`src/codec_regs_pkg.sv`:
```
// constants and field layouts for the codec control registers six to ten
package codec_regs_pkg;
   localparam int ADDR_W = 4;
   localparam int WORD_W = 24;
   localparam int MG_W = 16;
   // register offsets
   localparam logic [ADDR_W-1:0] OFF_MUTE_ROUTING_GAIN = 4'h6;
   localparam logic [ADDR_W-1:0] OFF_DATAPATH_PLL_CONFIG = 4'h7;
   localparam logic [ADDR_W-1:0] OFF_TX_CODE_WORD = 4'h8;
   localparam logic [ADDR_W-1:0] OFF_TX_DATA_WORD = 4'h9;
   localparam logic [ADDR_W-1:0] OFF_RX_DATA_WORD = 4'ha;
   // power-up values
   localparam logic [MG_W-1:0] MUTE_ROUTING_GAIN_RESET = 16'h23c0;
   localparam logic [WORD_W-1:0] DATAPATH_PLL_CONFIG_RESET = 24'h001a00;
   localparam logic [WORD_W-1:0] WORD_RESET = 24'h000000;
   // receive gain: 19 steps, codes 0 to 18
   localparam logic [4:0] RX_GAIN_MAX = 5'h12;
   // first bit sent by each alternating pattern generator
   localparam logic PATTERN_FIRST = 1'h1;
   // mute, routing, detector mode and gains (bit 15 down to bit 0)
   typedef struct packed {
      logic [4:0] tx_remote_gain;
      logic [4:0] rx_audio_gain;
      logic carrier_detect_mode;
      logic tx_pattern_sel;
      logic rx_pattern_sel;
      logic tx_speech_mute;
      logic rx_speech_mute;
      logic amp_mute;
   } mute_gain_s;
   // data path, pin function and synthesizer settings (bit 23 down to 0)
   typedef struct packed {
      logic tx_cp_invert;
      logic rx_cp_invert;
      logic second_local_oscillator_cp_invert;
      logic [2:0] second_local_oscillator_tune_cap;
      logic [2:0] test_mode;
      logic charge_comp_off;
      logic modulus_rail_out;
      logic data_word_24;
      logic code_word_24;
      logic [2:0] scrambler_tap;
      logic [1:0] multipurpose_pin_two_sel;
      logic [1:0] multipurpose_pin_one_sel;
      logic detect_bypass;
      logic idle_auto_off;
      logic scrambler_bypass;
      logic clock_recovery_bypass;
   } datapath_s;
endpackage

```
`src/codec_control_regs_six_to_ten.sv`:
```
// register bank six to ten of the speech codec and synthesizer control port
// register map
// 0x6 mute, pattern routing, detector mode and gains, 16 bits
// 0x7 data path, pin functions, scrambler tap, synthesizer settings
// 0x8 outgoing code word
// 0x9 outgoing data word
// 0xa received data word, read only
//
// register port timing
// a strobe is taken at the rising edge where host_wr or host_rd is high
// a write shows on the outputs one cycle after its strobe
// a read answer stands on host_rdata until the next read
// host_rvalid marks the answer for exactly one cycle
// a write and a read in one cycle both act; the read sees old contents
// unmapped offsets take no write and read back as zero
//
// bit stream timing
// both pattern generators start at one and toggle on every strobe
// they run whether or not selected, so a switch lands mid-pattern
// scrambler_in and decoder_in hold until their next strobe
//
// reset
// nrst asserts at once; release passes two flip-flops first
// a host request is safe from the third edge after release
//
// limits
// receive gain codes above 18 are stored as 18
// bits 17..15 of register 7 are stored as written
// width parameters other than the defaults are refused
`timescale 1ns/1ns
module codec_control_regs_six_to_ten #(
   parameter int ADDR_BITS = codec_regs_pkg::ADDR_W,
   parameter int WORD_BITS = codec_regs_pkg::WORD_W
) (
   input wire logic core_clk,
   input wire logic nrst,
   input wire logic host_wr,
   input wire logic host_rd,
   input wire logic [codec_regs_pkg::ADDR_W-1:0] host_addr,
   input wire logic [codec_regs_pkg::WORD_W-1:0] host_wdata,
   output logic [codec_regs_pkg::WORD_W-1:0] host_rdata,
   output logic host_rvalid,
   input wire logic rx_capture,
   input wire logic [codec_regs_pkg::WORD_W-1:0] rx_capture_word,
   input wire logic tx_bit_strobe,
   input wire logic encoder_bit,
   input wire logic rx_bit_strobe,
   input wire logic rx_stream_bit,
   input wire logic idle_detect,
   output codec_regs_pkg::mute_gain_s mute_gain,
   output codec_regs_pkg::datapath_s datapath,
   output logic [codec_regs_pkg::WORD_W-1:0] tx_code_word,
   output logic [codec_regs_pkg::WORD_W-1:0] tx_data_word,
   output logic scrambler_in,
   output logic decoder_in,
   output logic idle_force,
   output logic idle_status
);
   import codec_regs_pkg::*;

   // parameters that the fixed layout cannot serve
   generate
      if (ADDR_BITS != ADDR_W || WORD_BITS != WORD_W) begin : g_bad_width
         $error("codec register bank supports only 4-bit address, 24-bit word");
      end
   endgenerate

   // keeps receive gain inside its 19 usable codes
   // codes above the top step select no defined gain
   function automatic logic [4:0] clamp_gain(input logic [4:0] code);
      clamp_gain = (code > RX_GAIN_MAX) ? RX_GAIN_MAX : code;
   endfunction

   // next bit of an alternating 1010 generator
   function automatic logic pattern_step(input logic strobe, input logic cur);
      pattern_step = strobe ? ~cur : cur;
   endfunction

   // reset release through two flip-flops
   // the first flip-flop is read only by the second
   logic rst_meta_reg;
   logic rst_sync_reg;
   always_ff @(posedge core_clk or negedge nrst) begin
      if (!nrst) begin
         rst_meta_reg <= 1'h0;
         rst_sync_reg <= 1'h0;
      end else begin
         rst_meta_reg <= 1'h1;
         rst_sync_reg <= rst_meta_reg;
      end
   end
   logic rst_n;
   assign rst_n = rst_sync_reg;

   // register 6
   mute_gain_s mute_gain_reg;
   mute_gain_s mute_gain_next;

   // register 7
   datapath_s datapath_reg;
   datapath_s datapath_next;

   // registers 8 and 9
   logic [WORD_W-1:0] code_word_reg;
   logic [WORD_W-1:0] code_word_next;
   logic [WORD_W-1:0] data_word_reg;
   logic [WORD_W-1:0] data_word_next;

   // register 10, written only by the receive capture
   logic [WORD_W-1:0] rx_word_reg;
   logic [WORD_W-1:0] rx_word_next;

   // read answer
   logic [WORD_W-1:0] rdata_reg;
   logic [WORD_W-1:0] rdata_next;
   logic rvalid_reg;
   logic rvalid_next;

   // host writes and receive word capture
   always_comb begin
      // every register keeps its value unless written
      mute_gain_next = mute_gain_reg;
      datapath_next = datapath_reg;
      code_word_next = code_word_reg;
      data_word_next = data_word_reg;
      rx_word_next = rx_word_reg;
      if (host_wr) begin
         case (host_addr)
            OFF_MUTE_ROUTING_GAIN: begin
               mute_gain_next = host_wdata[MG_W-1:0];
               mute_gain_next.rx_audio_gain =
                  clamp_gain(host_wdata[10:6]);
            end
            OFF_DATAPATH_PLL_CONFIG: begin
               datapath_next = host_wdata;
            end
            OFF_TX_CODE_WORD: begin
               code_word_next = host_wdata;
            end
            OFF_TX_DATA_WORD: begin
               data_word_next = host_wdata;
            end
            default: begin
               // receive word and unmapped offsets take no write
               mute_gain_next = mute_gain_reg;
            end
         endcase
      end
      // only the receive capture loads register 10
      if (rx_capture) begin
         rx_word_next = rx_capture_word;
      end
   end

   // read answers, one cycle after the strobe
   always_comb begin
      // the mux reads state from before any same-cycle write
      rdata_next = rdata_reg;
      rvalid_next = host_rd;
      if (host_rd) begin
         case (host_addr)
            OFF_MUTE_ROUTING_GAIN: begin
               rdata_next = {8'h00, mute_gain_reg};
            end
            OFF_DATAPATH_PLL_CONFIG: begin
               rdata_next = datapath_reg;
            end
            OFF_TX_CODE_WORD: begin
               rdata_next = code_word_reg;
            end
            OFF_TX_DATA_WORD: begin
               rdata_next = data_word_reg;
            end
            OFF_RX_DATA_WORD: begin
               rdata_next = rx_word_reg;
            end
            default: begin
               rdata_next = WORD_RESET;
            end
         endcase
      end
   end

   // register bank flip-flops, power-up values in reset
   always_ff @(posedge core_clk or negedge rst_n) begin
      if (!rst_n) begin
         mute_gain_reg <= MUTE_ROUTING_GAIN_RESET;
         datapath_reg <= DATAPATH_PLL_CONFIG_RESET;
         code_word_reg <= WORD_RESET;
         data_word_reg <= WORD_RESET;
         rx_word_reg <= WORD_RESET;
         rdata_reg <= WORD_RESET;
         rvalid_reg <= 1'h0;
      end else begin
         mute_gain_reg <= mute_gain_next;
         datapath_reg <= datapath_next;
         code_word_reg <= code_word_next;
         data_word_reg <= data_word_next;
         rx_word_reg <= rx_word_next;
         rdata_reg <= rdata_next;
         rvalid_reg <= rvalid_next;
      end
   end

   // bit routing state: pattern generators and selected streams
   // alternating generators
   logic tx_pat_reg;
   logic tx_pat_next;
   logic rx_pat_reg;
   logic rx_pat_next;

   // selected streams
   logic scr_in_reg;
   logic scr_in_next;
   logic dec_in_reg;
   logic dec_in_next;

   // idle outputs
   logic idle_force_reg;
   logic idle_force_next;
   logic idle_status_reg;
   logic idle_status_next;

   // pattern select, idle action gating
   always_comb begin
      tx_pat_next = pattern_step(tx_bit_strobe, tx_pat_reg);
      rx_pat_next = pattern_step(rx_bit_strobe, rx_pat_reg);
      scr_in_next = scr_in_reg;
      dec_in_next = dec_in_reg;
      if (tx_bit_strobe) begin
         scr_in_next = mute_gain_reg.tx_pattern_sel ? tx_pat_reg
                                                    : encoder_bit;
      end
      if (rx_bit_strobe) begin
         dec_in_next = mute_gain_reg.rx_pattern_sel ? rx_pat_reg
                                                    : rx_stream_bit;
      end
      idle_force_next = idle_detect & ~datapath_reg.idle_auto_off;
      idle_status_next = idle_detect;
   end

   // routing flip-flops, generators start at one
   always_ff @(posedge core_clk or negedge rst_n) begin
      if (!rst_n) begin
         tx_pat_reg <= PATTERN_FIRST;
         rx_pat_reg <= PATTERN_FIRST;
         scr_in_reg <= 1'h0;
         dec_in_reg <= 1'h0;
         idle_force_reg <= 1'h0;
         idle_status_reg <= 1'h0;
      end else begin
         tx_pat_reg <= tx_pat_next;
         rx_pat_reg <= rx_pat_next;
         scr_in_reg <= scr_in_next;
         dec_in_reg <= dec_in_next;
         idle_force_reg <= idle_force_next;
         idle_status_reg <= idle_status_next;
      end
   end

   // outputs straight from the registers
   // register port answers
   assign host_rdata = rdata_reg;
   assign host_rvalid = rvalid_reg;

   // register contents
   assign mute_gain = mute_gain_reg;
   assign datapath = datapath_reg;
   assign tx_code_word = code_word_reg;
   assign tx_data_word = data_word_reg;

   // bit streams and idle
   assign scrambler_in = scr_in_reg;
   assign decoder_in = dec_in_reg;
   assign idle_force = idle_force_reg;
   assign idle_status = idle_status_reg;
endmodule

```
`config.mk`:
```
export PLATFORM = sky130hd
export DESIGN_NAME = codec_control_regs_six_to_ten
export DESIGN_NICKNAME = d
export VERILOG_FILES = /design/src/codec_regs_pkg.sv /design/src/codec_control_regs_six_to_ten.sv
export SDC_FILE = /design/constraint.sdc
export NUM_CORES = 1
export LEC_CHECK = 0
export BUFFER_PORTS_ARGS = -buffer_cell sky130_fd_sc_hd__buf_2
export CORE_UTILIZATION = 35
export CTS_BUF_LIST = sky130_fd_sc_hd__clkbuf_4
export DETAILED_ROUTE_END_ITERATION = 16
export PLACE_DENSITY = 0.56
export SETUP_SLACK_MARGIN = 0.02
export SLEW_MARGIN = 25
export SYNTH_ARGS = -nofsm -noshare
export SYNTH_HDL_FRONTEND = slang
export SYNTH_SLANG_ARGS = --single-unit
```
`constraint.sdc`:
```
create_clock -name core_clk -period 13.7 [get_ports core_clk]
set_clock_uncertainty 0.1 [all_clocks]
set_input_delay 2.74 -clock core_clk [delete_from_list [all_inputs] [get_ports core_clk]]
set_output_delay 2.74 -clock core_clk [all_outputs]
set_load 0.1 [all_outputs]
```
# --- Yosys cells after proc, flatten, opt, wreduce, memory -nomap -nowiden ---
# Cells that the tools add are included.
word_totals:
  ff_bits: 145
  in_bits: 62
  output_inout_bits: 117
  wordCells: 55
op_classes:
  magnitude_cmp: 1
  eq_ne: 5
  n_mux: 4
  bitwise: 4
  n_reduce_logical: 4
ops:
  columns: ["operator", "count"]
  rows:
  - ["$pmux 24 s5", 1]
  - ["$eq 4x4->1 const B", 3]
  - ["$eq 4x3->1 const B", 2]
  - ["$reduce_and 2->1", 4]
  - ["$gt 5x5->1 const B", 1]
  - ["$mux 5", 1]
  - ["$not 1->1", 3]
  - ["$mux 1", 2]
  - ["$and 1x1->1", 1]

# --- Logic depth before layout (Yosys ltp) ---
# Gate-level depths: netlist of the first run.
depth:
  depth_word: 2
  depth_mapped: 7
  ltp_nobuf: 4

# --- Worst setup path after synthesis of the first run ---
# OpenSTA, ideal clock, no wires.
synth_path:
  path_kind: "input-to-reg"
  start: "in host_addr[1] (netlist name)"
  end: "reg code_word_reg[0] (netlist: tx_code_word[0])"
  setup_time_ps: 128
  arrival_ps: 4002
  setup_slack_ps: 9470
  stages: 6
  n_path_buf: 2
  cell_sequence: "buf_2 > nor3b_4 > nand2_2 > nor2_4 > buf_6 > mux2_1"
synth_via:
  elab_chain_cells: 2
synth_rtl:
  columns: ["item", "line_no", "text"]
  rows:
  - ["from (decl)", "codec_control_regs_six_to_ten.sv:39", "input wire logic [codec_regs_pkg::ADDR_W-1:0] host_addr,"]
  - ["$eq 4x4->1", "codec_control_regs_six_to_ten.sv:128", "case (host_addr)"]
  - ["$reduce_and 2->1 (no line)", null, null]
  - ["to (signal assigned)", "codec_control_regs_six_to_ten.sv:197", "code_word_reg <= code_word_next;"]
  - ["to (decl)", "codec_control_regs_six_to_ten.sv:104", "logic [WORD_W-1:0] code_word_reg;"]
# No other way between the ends.
# A chain may end at the register's enable or synchronous reset.

# --- Final worst setup path of the first run ---
layout_path:
  start: "in host_addr[0] (netlist name)"
  end: "reg datapath_reg (netlist bit datapath[10])"
layout_via:
  elab_chain_cells: 2
layout_rtl:
  columns: ["item", "line_no", "text"]
  rows:
  - ["$eq 4x3->1", "codec_control_regs_six_to_ten.sv:128", null]
  - ["$reduce_and 2->1 (no line)", null, null]
  - ["to (signal assigned)", "codec_control_regs_six_to_ten.sv:196", "datapath_reg <= datapath_next;"]
  - ["to (decl)", "codec_control_regs_six_to_ten.sv:100", "datapath_s datapath_reg;"]
# No other way between the ends.

==> results.toml, run 1 <==
[synthesis]
synth_most_common_cell = "dfrtp_1"
synth_cell_types = 36
synth_area_per_cell_um2 = 14.0
synthDominantCellAreaShare = 0.543
synth-seq-area-share = 0.585
async_flop_share = 1.00
syn_inst = 446
synth_edf_count = 0
synth.cell_area_um2 = 6220
yosys-top-cells-area = "dfrtp_1 (54%), mux2_2 (17%), mux2_1 (7.2%)"
synthTopCellsByCount = "dfrtp_1 (135), mux2_2 (92), mux2_1 (40)"
synth-warning-count = 0
synth_nets = 508
synth-seq-cells = 145
synth-main-ff-cell = "dfrtp_1"
synth_top_area_cell = "dfrtp_1"

[sta]
fin_crit_ns = 5.32
rsz0062_at_grt = "false"
final.period_utilization = 0.388
worst_pin_slew_ns = 1.02
drv_slew = 0
max_slew_margin = 0.320
tns_ns = 0
hold_violations = 0
fin_ws_ns = 8.38
max_freq_mhz = 188
setup_violations = 0

[setup_path]
ff2ff_setup_slack_ns = 11.92
cp-start-kind = "input pin"
worstPathArrival_ns = 5.65
worstSetupPathType = "input pin to flop"
cp_max_fo = 28
critPathLaunch = "host_addr[0]"
critPathRequiredTime_ns = 14.04
endpoint = "datapath[10]$_DFFE_PN0P_"
r2r_cells = 1
r2r_start = "rst_n$_DFF_PN0_"
crit-reg2reg-capture = "tx_code_word[0]$_DFFE_PN0P_"
endpoint_kind = "flop"

[floorplanning]
dieArea_um2 = 18300
die_y_um = 135
num_rows = 48
ios = 179
start_util = 0.359
coreArea_um2 = 17400
die_w_um = 135

[cts]
cts_root_buffer = "clkbuf_4"
clk_pin_slew_ns = 0.12
cts.path.max_buffers = 2
clk-insertion-delay-late_ns = 0.56
cts_resized = 0
postCtsHoldBufs = 0
clock_sinks = 145
cts_buffers = 17
tritoncts = "done"
cts_max_level = 4
cts_setup_buffers = 0

[layout]
syn_to_final_growth_pct = 21.4
final_layout_size_suffix_gt1_frac = 0.513
final_cell_area_um2 = 7550
fillCellCount = 1693
fin_nets = 677
final-instance-count-excl-fill = 854

[global_route]
antenna_found_initial = 1
grt.total_usage = 0.194
grt_pass1_vias = 4598
overflow = 0
grt_max_degree = 75
grt_pass1_wl_um = 26100

[placement]
dp_hpwl_um = 11300
portBuffers = 178
pre_cts_ws_ns = 7.79
gp_congestion = 0.764
place_area_um2 = 7280
placed_cells = 821

[power_and_ir_drop]
p_int_uw = 747
clkPwrFrac = 0.172
power_frac_seq = 0.373
ir_worst_vdd_v = 0.000133
p_sw_uw = 782
p_per_area_nw_per_um2 = 202
swShare = 0.511
fin_total_pwr_uw = 1530
power.leakage_uw = 0.00355
combPwrFrac = 0.455

[route]
drtAntennaViolNets = 0
drt-initial-drc-count = 283
drcViolationCount = 0
vias = 4413
firstDrtPassIters = 5
wire_per_inst_um = 19.9
drt-total-wl_um = 17000
via_per_inst = 5.17

[status]
outcome = "finished, final reports clean"

[hold_path]
hold_class = "flop to flop"
min-delay-start = "rst_meta_reg$_DFF_PN0_"

[job]
maxCapViolCount = 0
[worst max-delay path, stage by stage]
cell and delay [ns]:
buf_2 0.63, and3b_1 0.92, nand3_2 0.80, mux2_2 0.53
[metal layers]
layer | up-vias | routed length, um | track usage
li1 | 1983 | - | -
met1 | 2247 | 7180 | 0.242
met2 | 165 | 8440 | 0.321
met3 | 18 | 1090 | 0.0498
met4 | 0 | 269 | 0.0749
met5 | - | 0 | 0
[how the worst min path moves through the flow]
stage	cells past startpoint	to	slack, ns
after floorplan	0	rst_n$_DFF_PN0_	0.23
after global placement	0	rst_n$_DFF_PN0_	0.24
after detailed placement	0	rst_n$_DFF_PN0_	0.23
after CTS	0	rst_n$_DFF_PN0_	0.25
after global routing	0	rst_n$_DFF_PN0_	0.25
final	0	rst_n$_DFF_PN0_	0.24
[through the flow]
step	utilization	hold slack (ns)
finish	0.435	0.244
global route	0.435	0.251
CTS	0.435	0.246
detailed placement	0.420	0.235
global placement	0.420	0.236
floorplan	-	0.231
[logic make-up (layout without fill, tap and decap cells)]
| logic type | count (synthesis) | count (layout) | share of synthesized area |
|---|---|---|---|
| other cells | 1 | 2 | 0.000602 |
| xor+xnor | 2 | 2 | 0.00281 |
| simple gates | 34 | 34 | 0.0362 |
| flops | 145 | 145 | 0.585 |
| mux | 134 | 134 | 0.242 |
| compound gates | 75 | 75 | 0.0939 |
| buf+inv | 55 | 237 | 0.0396 |
[power by group through the flow]
stage / sequential, uW / clock (uW) / combinational, uW
2_1_floorplan: 1050 / 0 / 99.9
3_3_place_gp: 576 / 0 / 693
3_5_place_dp: 580 / 0 / 698
4_1_cts: 572 / 272 / 699
5_1_grt: 582 / 291 / 715
6_report: 571 / 263 / 695
[final cells by class]
cell class | instances | area (um2) | share of cell area
well taps | 225 | 282 | 0.0373
flip-flops and latches | 145 | 3640 | 0.482
repair buffers | 181 | 917 | 0.121
clock inverters | 9 | 93.8 | 0.0124
clock buffers | 23 | 173 | 0.0229
diodes | 1 | 2.50 | 0.000331
multi-input cells | 246 | 2350 | 0.311
inverters | 24 | 90.1 | 0.0119
[cells in the final DEF, fill, tap and decap left out, drive strengths merged]
| cell | netlist | final |
|---|---|---|
| and3 | 1 | 1 |
| nor2 | 3 | 3 |
| o221ai | 8 | 8 |
| nor2b | 2 | 2 |
| o211ai | 2 | 2 |
| nand2b | 3 | 3 |
| a21oi | 4 | 4 |
| o21ai | 6 | 6 |
| mux2 | 132 | 132 |
| buf | 22 | 181 |
| nand3 | 12 | 12 |
| a222oi | 15 | 15 |
| diode | 0 | 1 |
| or2 | 1 | 1 |
| conb | 1 | 1 |
| clkbuf | 9 | 23 |
| inv | 24 | 24 |
| dfrtp | 135 | 135 |
| and3b | 2 | 2 |
| bufinv | 0 | 2 |
| nor3b | 2 | 2 |
| xor2 | 2 | 2 |
| clkinv | 0 | 6 |
| a22oi | 9 | 9 |
| nand2 | 7 | 7 |
| dfstp | 10 | 10 |
| o22ai | 16 | 16 |
| a22o | 15 | 15 |
| clkinvlp | 0 | 1 |
| and4bb | 1 | 1 |
| mux2i | 2 | 2 |
Note: power is estimated with default switching activity, not from simulation.
==> run 2, diff against run 1 <==
--- a/config.mk
+++ b/config.mk
@@ -5,11 +5,12 @@
 export SDC_FILE = /design/constraint.sdc
 export NUM_CORES = 1
 export LEC_CHECK = 0
+export ABC_AREA = 1
 export BUFFER_PORTS_ARGS = -buffer_cell sky130_fd_sc_hd__buf_2
 export CORE_UTILIZATION = 35
 export CTS_BUF_LIST = sky130_fd_sc_hd__clkbuf_4
 export DETAILED_ROUTE_END_ITERATION = 16
-export PLACE_DENSITY = 0.56
+export PLACE_DENSITY = 0.55
 export SETUP_SLACK_MARGIN = 0.02
 export SLEW_MARGIN = 25
 export SYNTH_ARGS = -nofsm -noshare
==> constraint.sdc (replaced) <==
create_clock -name core_clk -period 5 [get_ports core_clk]
set_clock_uncertainty 0.1 [all_clocks]
set_input_delay 1 -clock core_clk [delete_from_list [all_inputs] [get_ports core_clk]]
set_output_delay 1 -clock core_clk [all_outputs]
set_load 0.1 [all_outputs]
==> results.toml, run 2 <==
[cts]
clk-insertion-delay-late_ns = 0.55
cts.path.max_buffers = 2
cts_resized = 0
cts_root_buffer = "clkbuf_4"
clk_pin_slew_ns = 0.11
cts_buffers = 17
clock_sinks = 145
cts_max_level = 4
cts_setup_buffers = 0
postCtsHoldBufs = 0
tritoncts = "done"

[sta]
setup_violations = 0
fin_ws_ns = 2.29
rsz0062_at_grt = "false"
max_freq_mhz = 369
drv_slew = 0
fin_crit_ns = 2.71
worst_pin_slew_ns = 0.988
hold_violations = 0
final.period_utilization = 0.541
max_slew_margin = 0.341
tns_ns = 0
whs_ns = 0.109

[synthesis]
synth_top_area_cell = "dfrtp_1"
synth-warning-count = 0
synth_cell_types = 23
yosys.area_share.simple = 0.222
synthTopCellsByCount = "nand2_1 (168), dfrtp_1 (135), nand3_1 (130)"
synth-seq-area-share = 0.579
synth_most_common_cell = "nand2_1"
synth_xor_area_frac = 0.00278
synth_nets = 738
syn_inst = 676
yosys-top-cells-area = "dfrtp_1 (54%), nand3_1 (10%), nand2_1 (10%)"
synthAdderAreaFrac = 0
synthDominantCellAreaShare = 0.537
synth.cell_area_um2 = 6290
synth_area_per_cell_um2 = 9.30
async_flop_share = 1.00
synth_compound_area_frac = 0.0921
muxShareOfSynthArea = 0.0430
synth_top_family_by_area = "simple AND/OR/NAND/NOR gates"
synth-seq-cells = 145
synth-main-ff-cell = "dfrtp_1"
synth_edf_count = 0

[layout]
seq_area_um2 = 3640
multi_input_area_um2 = 2300
fin_nets = 895
final_layout_size_suffix_gt1_frac = 0.311
final_common_cell = "buf_2"
syn_to_final_growth_pct = 22.3
fillCellCount = 1804
final-instance-count-excl-fill = 1072
final_cell_mix = "buf_2 (178), nand2_1 (168), dfrtp_1 (134)"

[setup_path]
critPathRequiredTime_ns = 5.35
worstSetupPathType = "input pin to flop"
cp-start-kind = "input pin"
ff2ff_setup_slack_ns = 3.48
endpoint_kind = "flop"
worstPathArrival_ns = 3.05
cp_max_fo = 48

[route]
vias = 5405
drcViolationCount = 0
wire_per_inst_um = 17.8
firstDrtPassIters = 5
via_per_inst = 5.04
drt-initial-drc-count = 457
drt-total-wl_um = 19100
drtAntennaViolNets = 0

[global_route]
antenna_found_initial = 1
grt_pass1_wl_um = 29300
grt_util_met2 = 0.311
use_met3 = 0.0373
grt_max_degree = 78
grt_pass1_vias = 4984
grtUsageMet1 = 0.317
grt.total_usage = 0.214
grt.busiest_layer = "met1"
overflow = 0

[floorplanning]
coreArea_um2 = 17400
ios = 179
dieArea_um2 = 18500
die_y_um = 136
die_w_um = 136
num_rows = 48
start_util = 0.361

[status]
outcome = "finished, final reports clean"

[placement]
portBuffers = 178
placed_cells = 1039
dp_hpwl_um = 12900
pre_cts_ws_ns = 1.74
gp_congestion = 0.805

[power_and_ir_drop]
p_per_area_nw_per_um2 = 557
ir_worst_vdd_v = 0.000324
power.leakage_uw = 0.00408

[hold_path]
hold_class = "input pin to asynchronous set/reset pin"

[job]
maxCapViolCount = 0
## run 2: cell types whose count changed in the layout (fill, tap and decap cells not counted), moves of 8 or more
cell      previous run  this run
a22o_1              15         0
nand3_1             10       128
mux2_2              92        24
o22ai_1             16         0
a222oi_1            15         0
o21bai_1             0        15
o221ai_1             8         0
nand4_1              0         8
a22oi_1              9         0
mux2_1              40         0
o21ai_1              0        83
nand2_1              6       168
## run 2: path summary, 6_finish.rpt
check / start / end / cells after the start
worst max-delay path: host_addr[0] / datapath[11]$_DFFE_PN1P_ / 5
worst min-delay path: nrst / rst_n$_DFF_PN0_ / 1
worst max register to register: rst_n$_DFF_PN0_ / mute_gain[13]$_DFFE_PN1P_ / 1
worst min register to register: rst_meta_reg$_DFF_PN0_ / rst_n$_DFF_PN0_ / 0
max in group asynchronous: rst_n$_DFF_PN0_ / mute_gain[13]$_DFFE_PN1P_ / 1
min in group core_clk: rst_meta_reg$_DFF_PN0_ / rst_n$_DFF_PN0_ / 0
## run 2: final cells by class
class | count | share of cell area
tap | 225 | 0.0366
multi-input combinational | 450 | 0.299
sequential | 145 | 0.474
clock inverter | 14 | 0.0314
inverter | 34 | 0.0166
timing repair buffer | 185 | 0.124
antenna | 1 | 0.000325
clock buffer | 18 | 0.0176
## run 2: metrics by stage
| stage | instance area (um2) | utilization | total power (uW) |
|---|---|---|---|
| after floorplan | 6290 | - | 3010 |
| after global placement | 7300 | 0.419 | 3350 |
| after detailed placement | 7300 | 0.419 | 3360 |
| after CTS | 7680 | 0.441 | 4320 |
| after global routing | 7690 | 0.442 | 4440 |
| final | 7690 | 0.442 | 4280 |
## run 2: worst max-delay path, stage by stage
cell and delay (ns):
buf_2 0.15, nand2_1 0.08, inv_2 0.45, nand3_2 0.91
o21ai_0 0.45
## run 2: logic make-up (layout without fill, tap and decap cells)
group                     count (synthesis)  count (layout)
xor gates and xnor gates                  2               2
and+or+nand+nor                         316             316
other                                     1               2
DFF                                     145             145
buffers and inverters                    81             251
muxes                                    24              24
AOI/OAI and AO/OA                       107             107
## run 2: metal layers
metal	wire [um]	share of wire
met4	364	0.019
met1	9030	0.47
met3	1070	0.056
met2	8630	0.45
met5	0	0
## run 2: where the power goes
group	switching, uW	internal, uW	total, uW	leakage (uW)
clock	409	545	954	0.000202
combinational	1520	246	1760	0.00207
sequential	185	1380	1570	0.00181
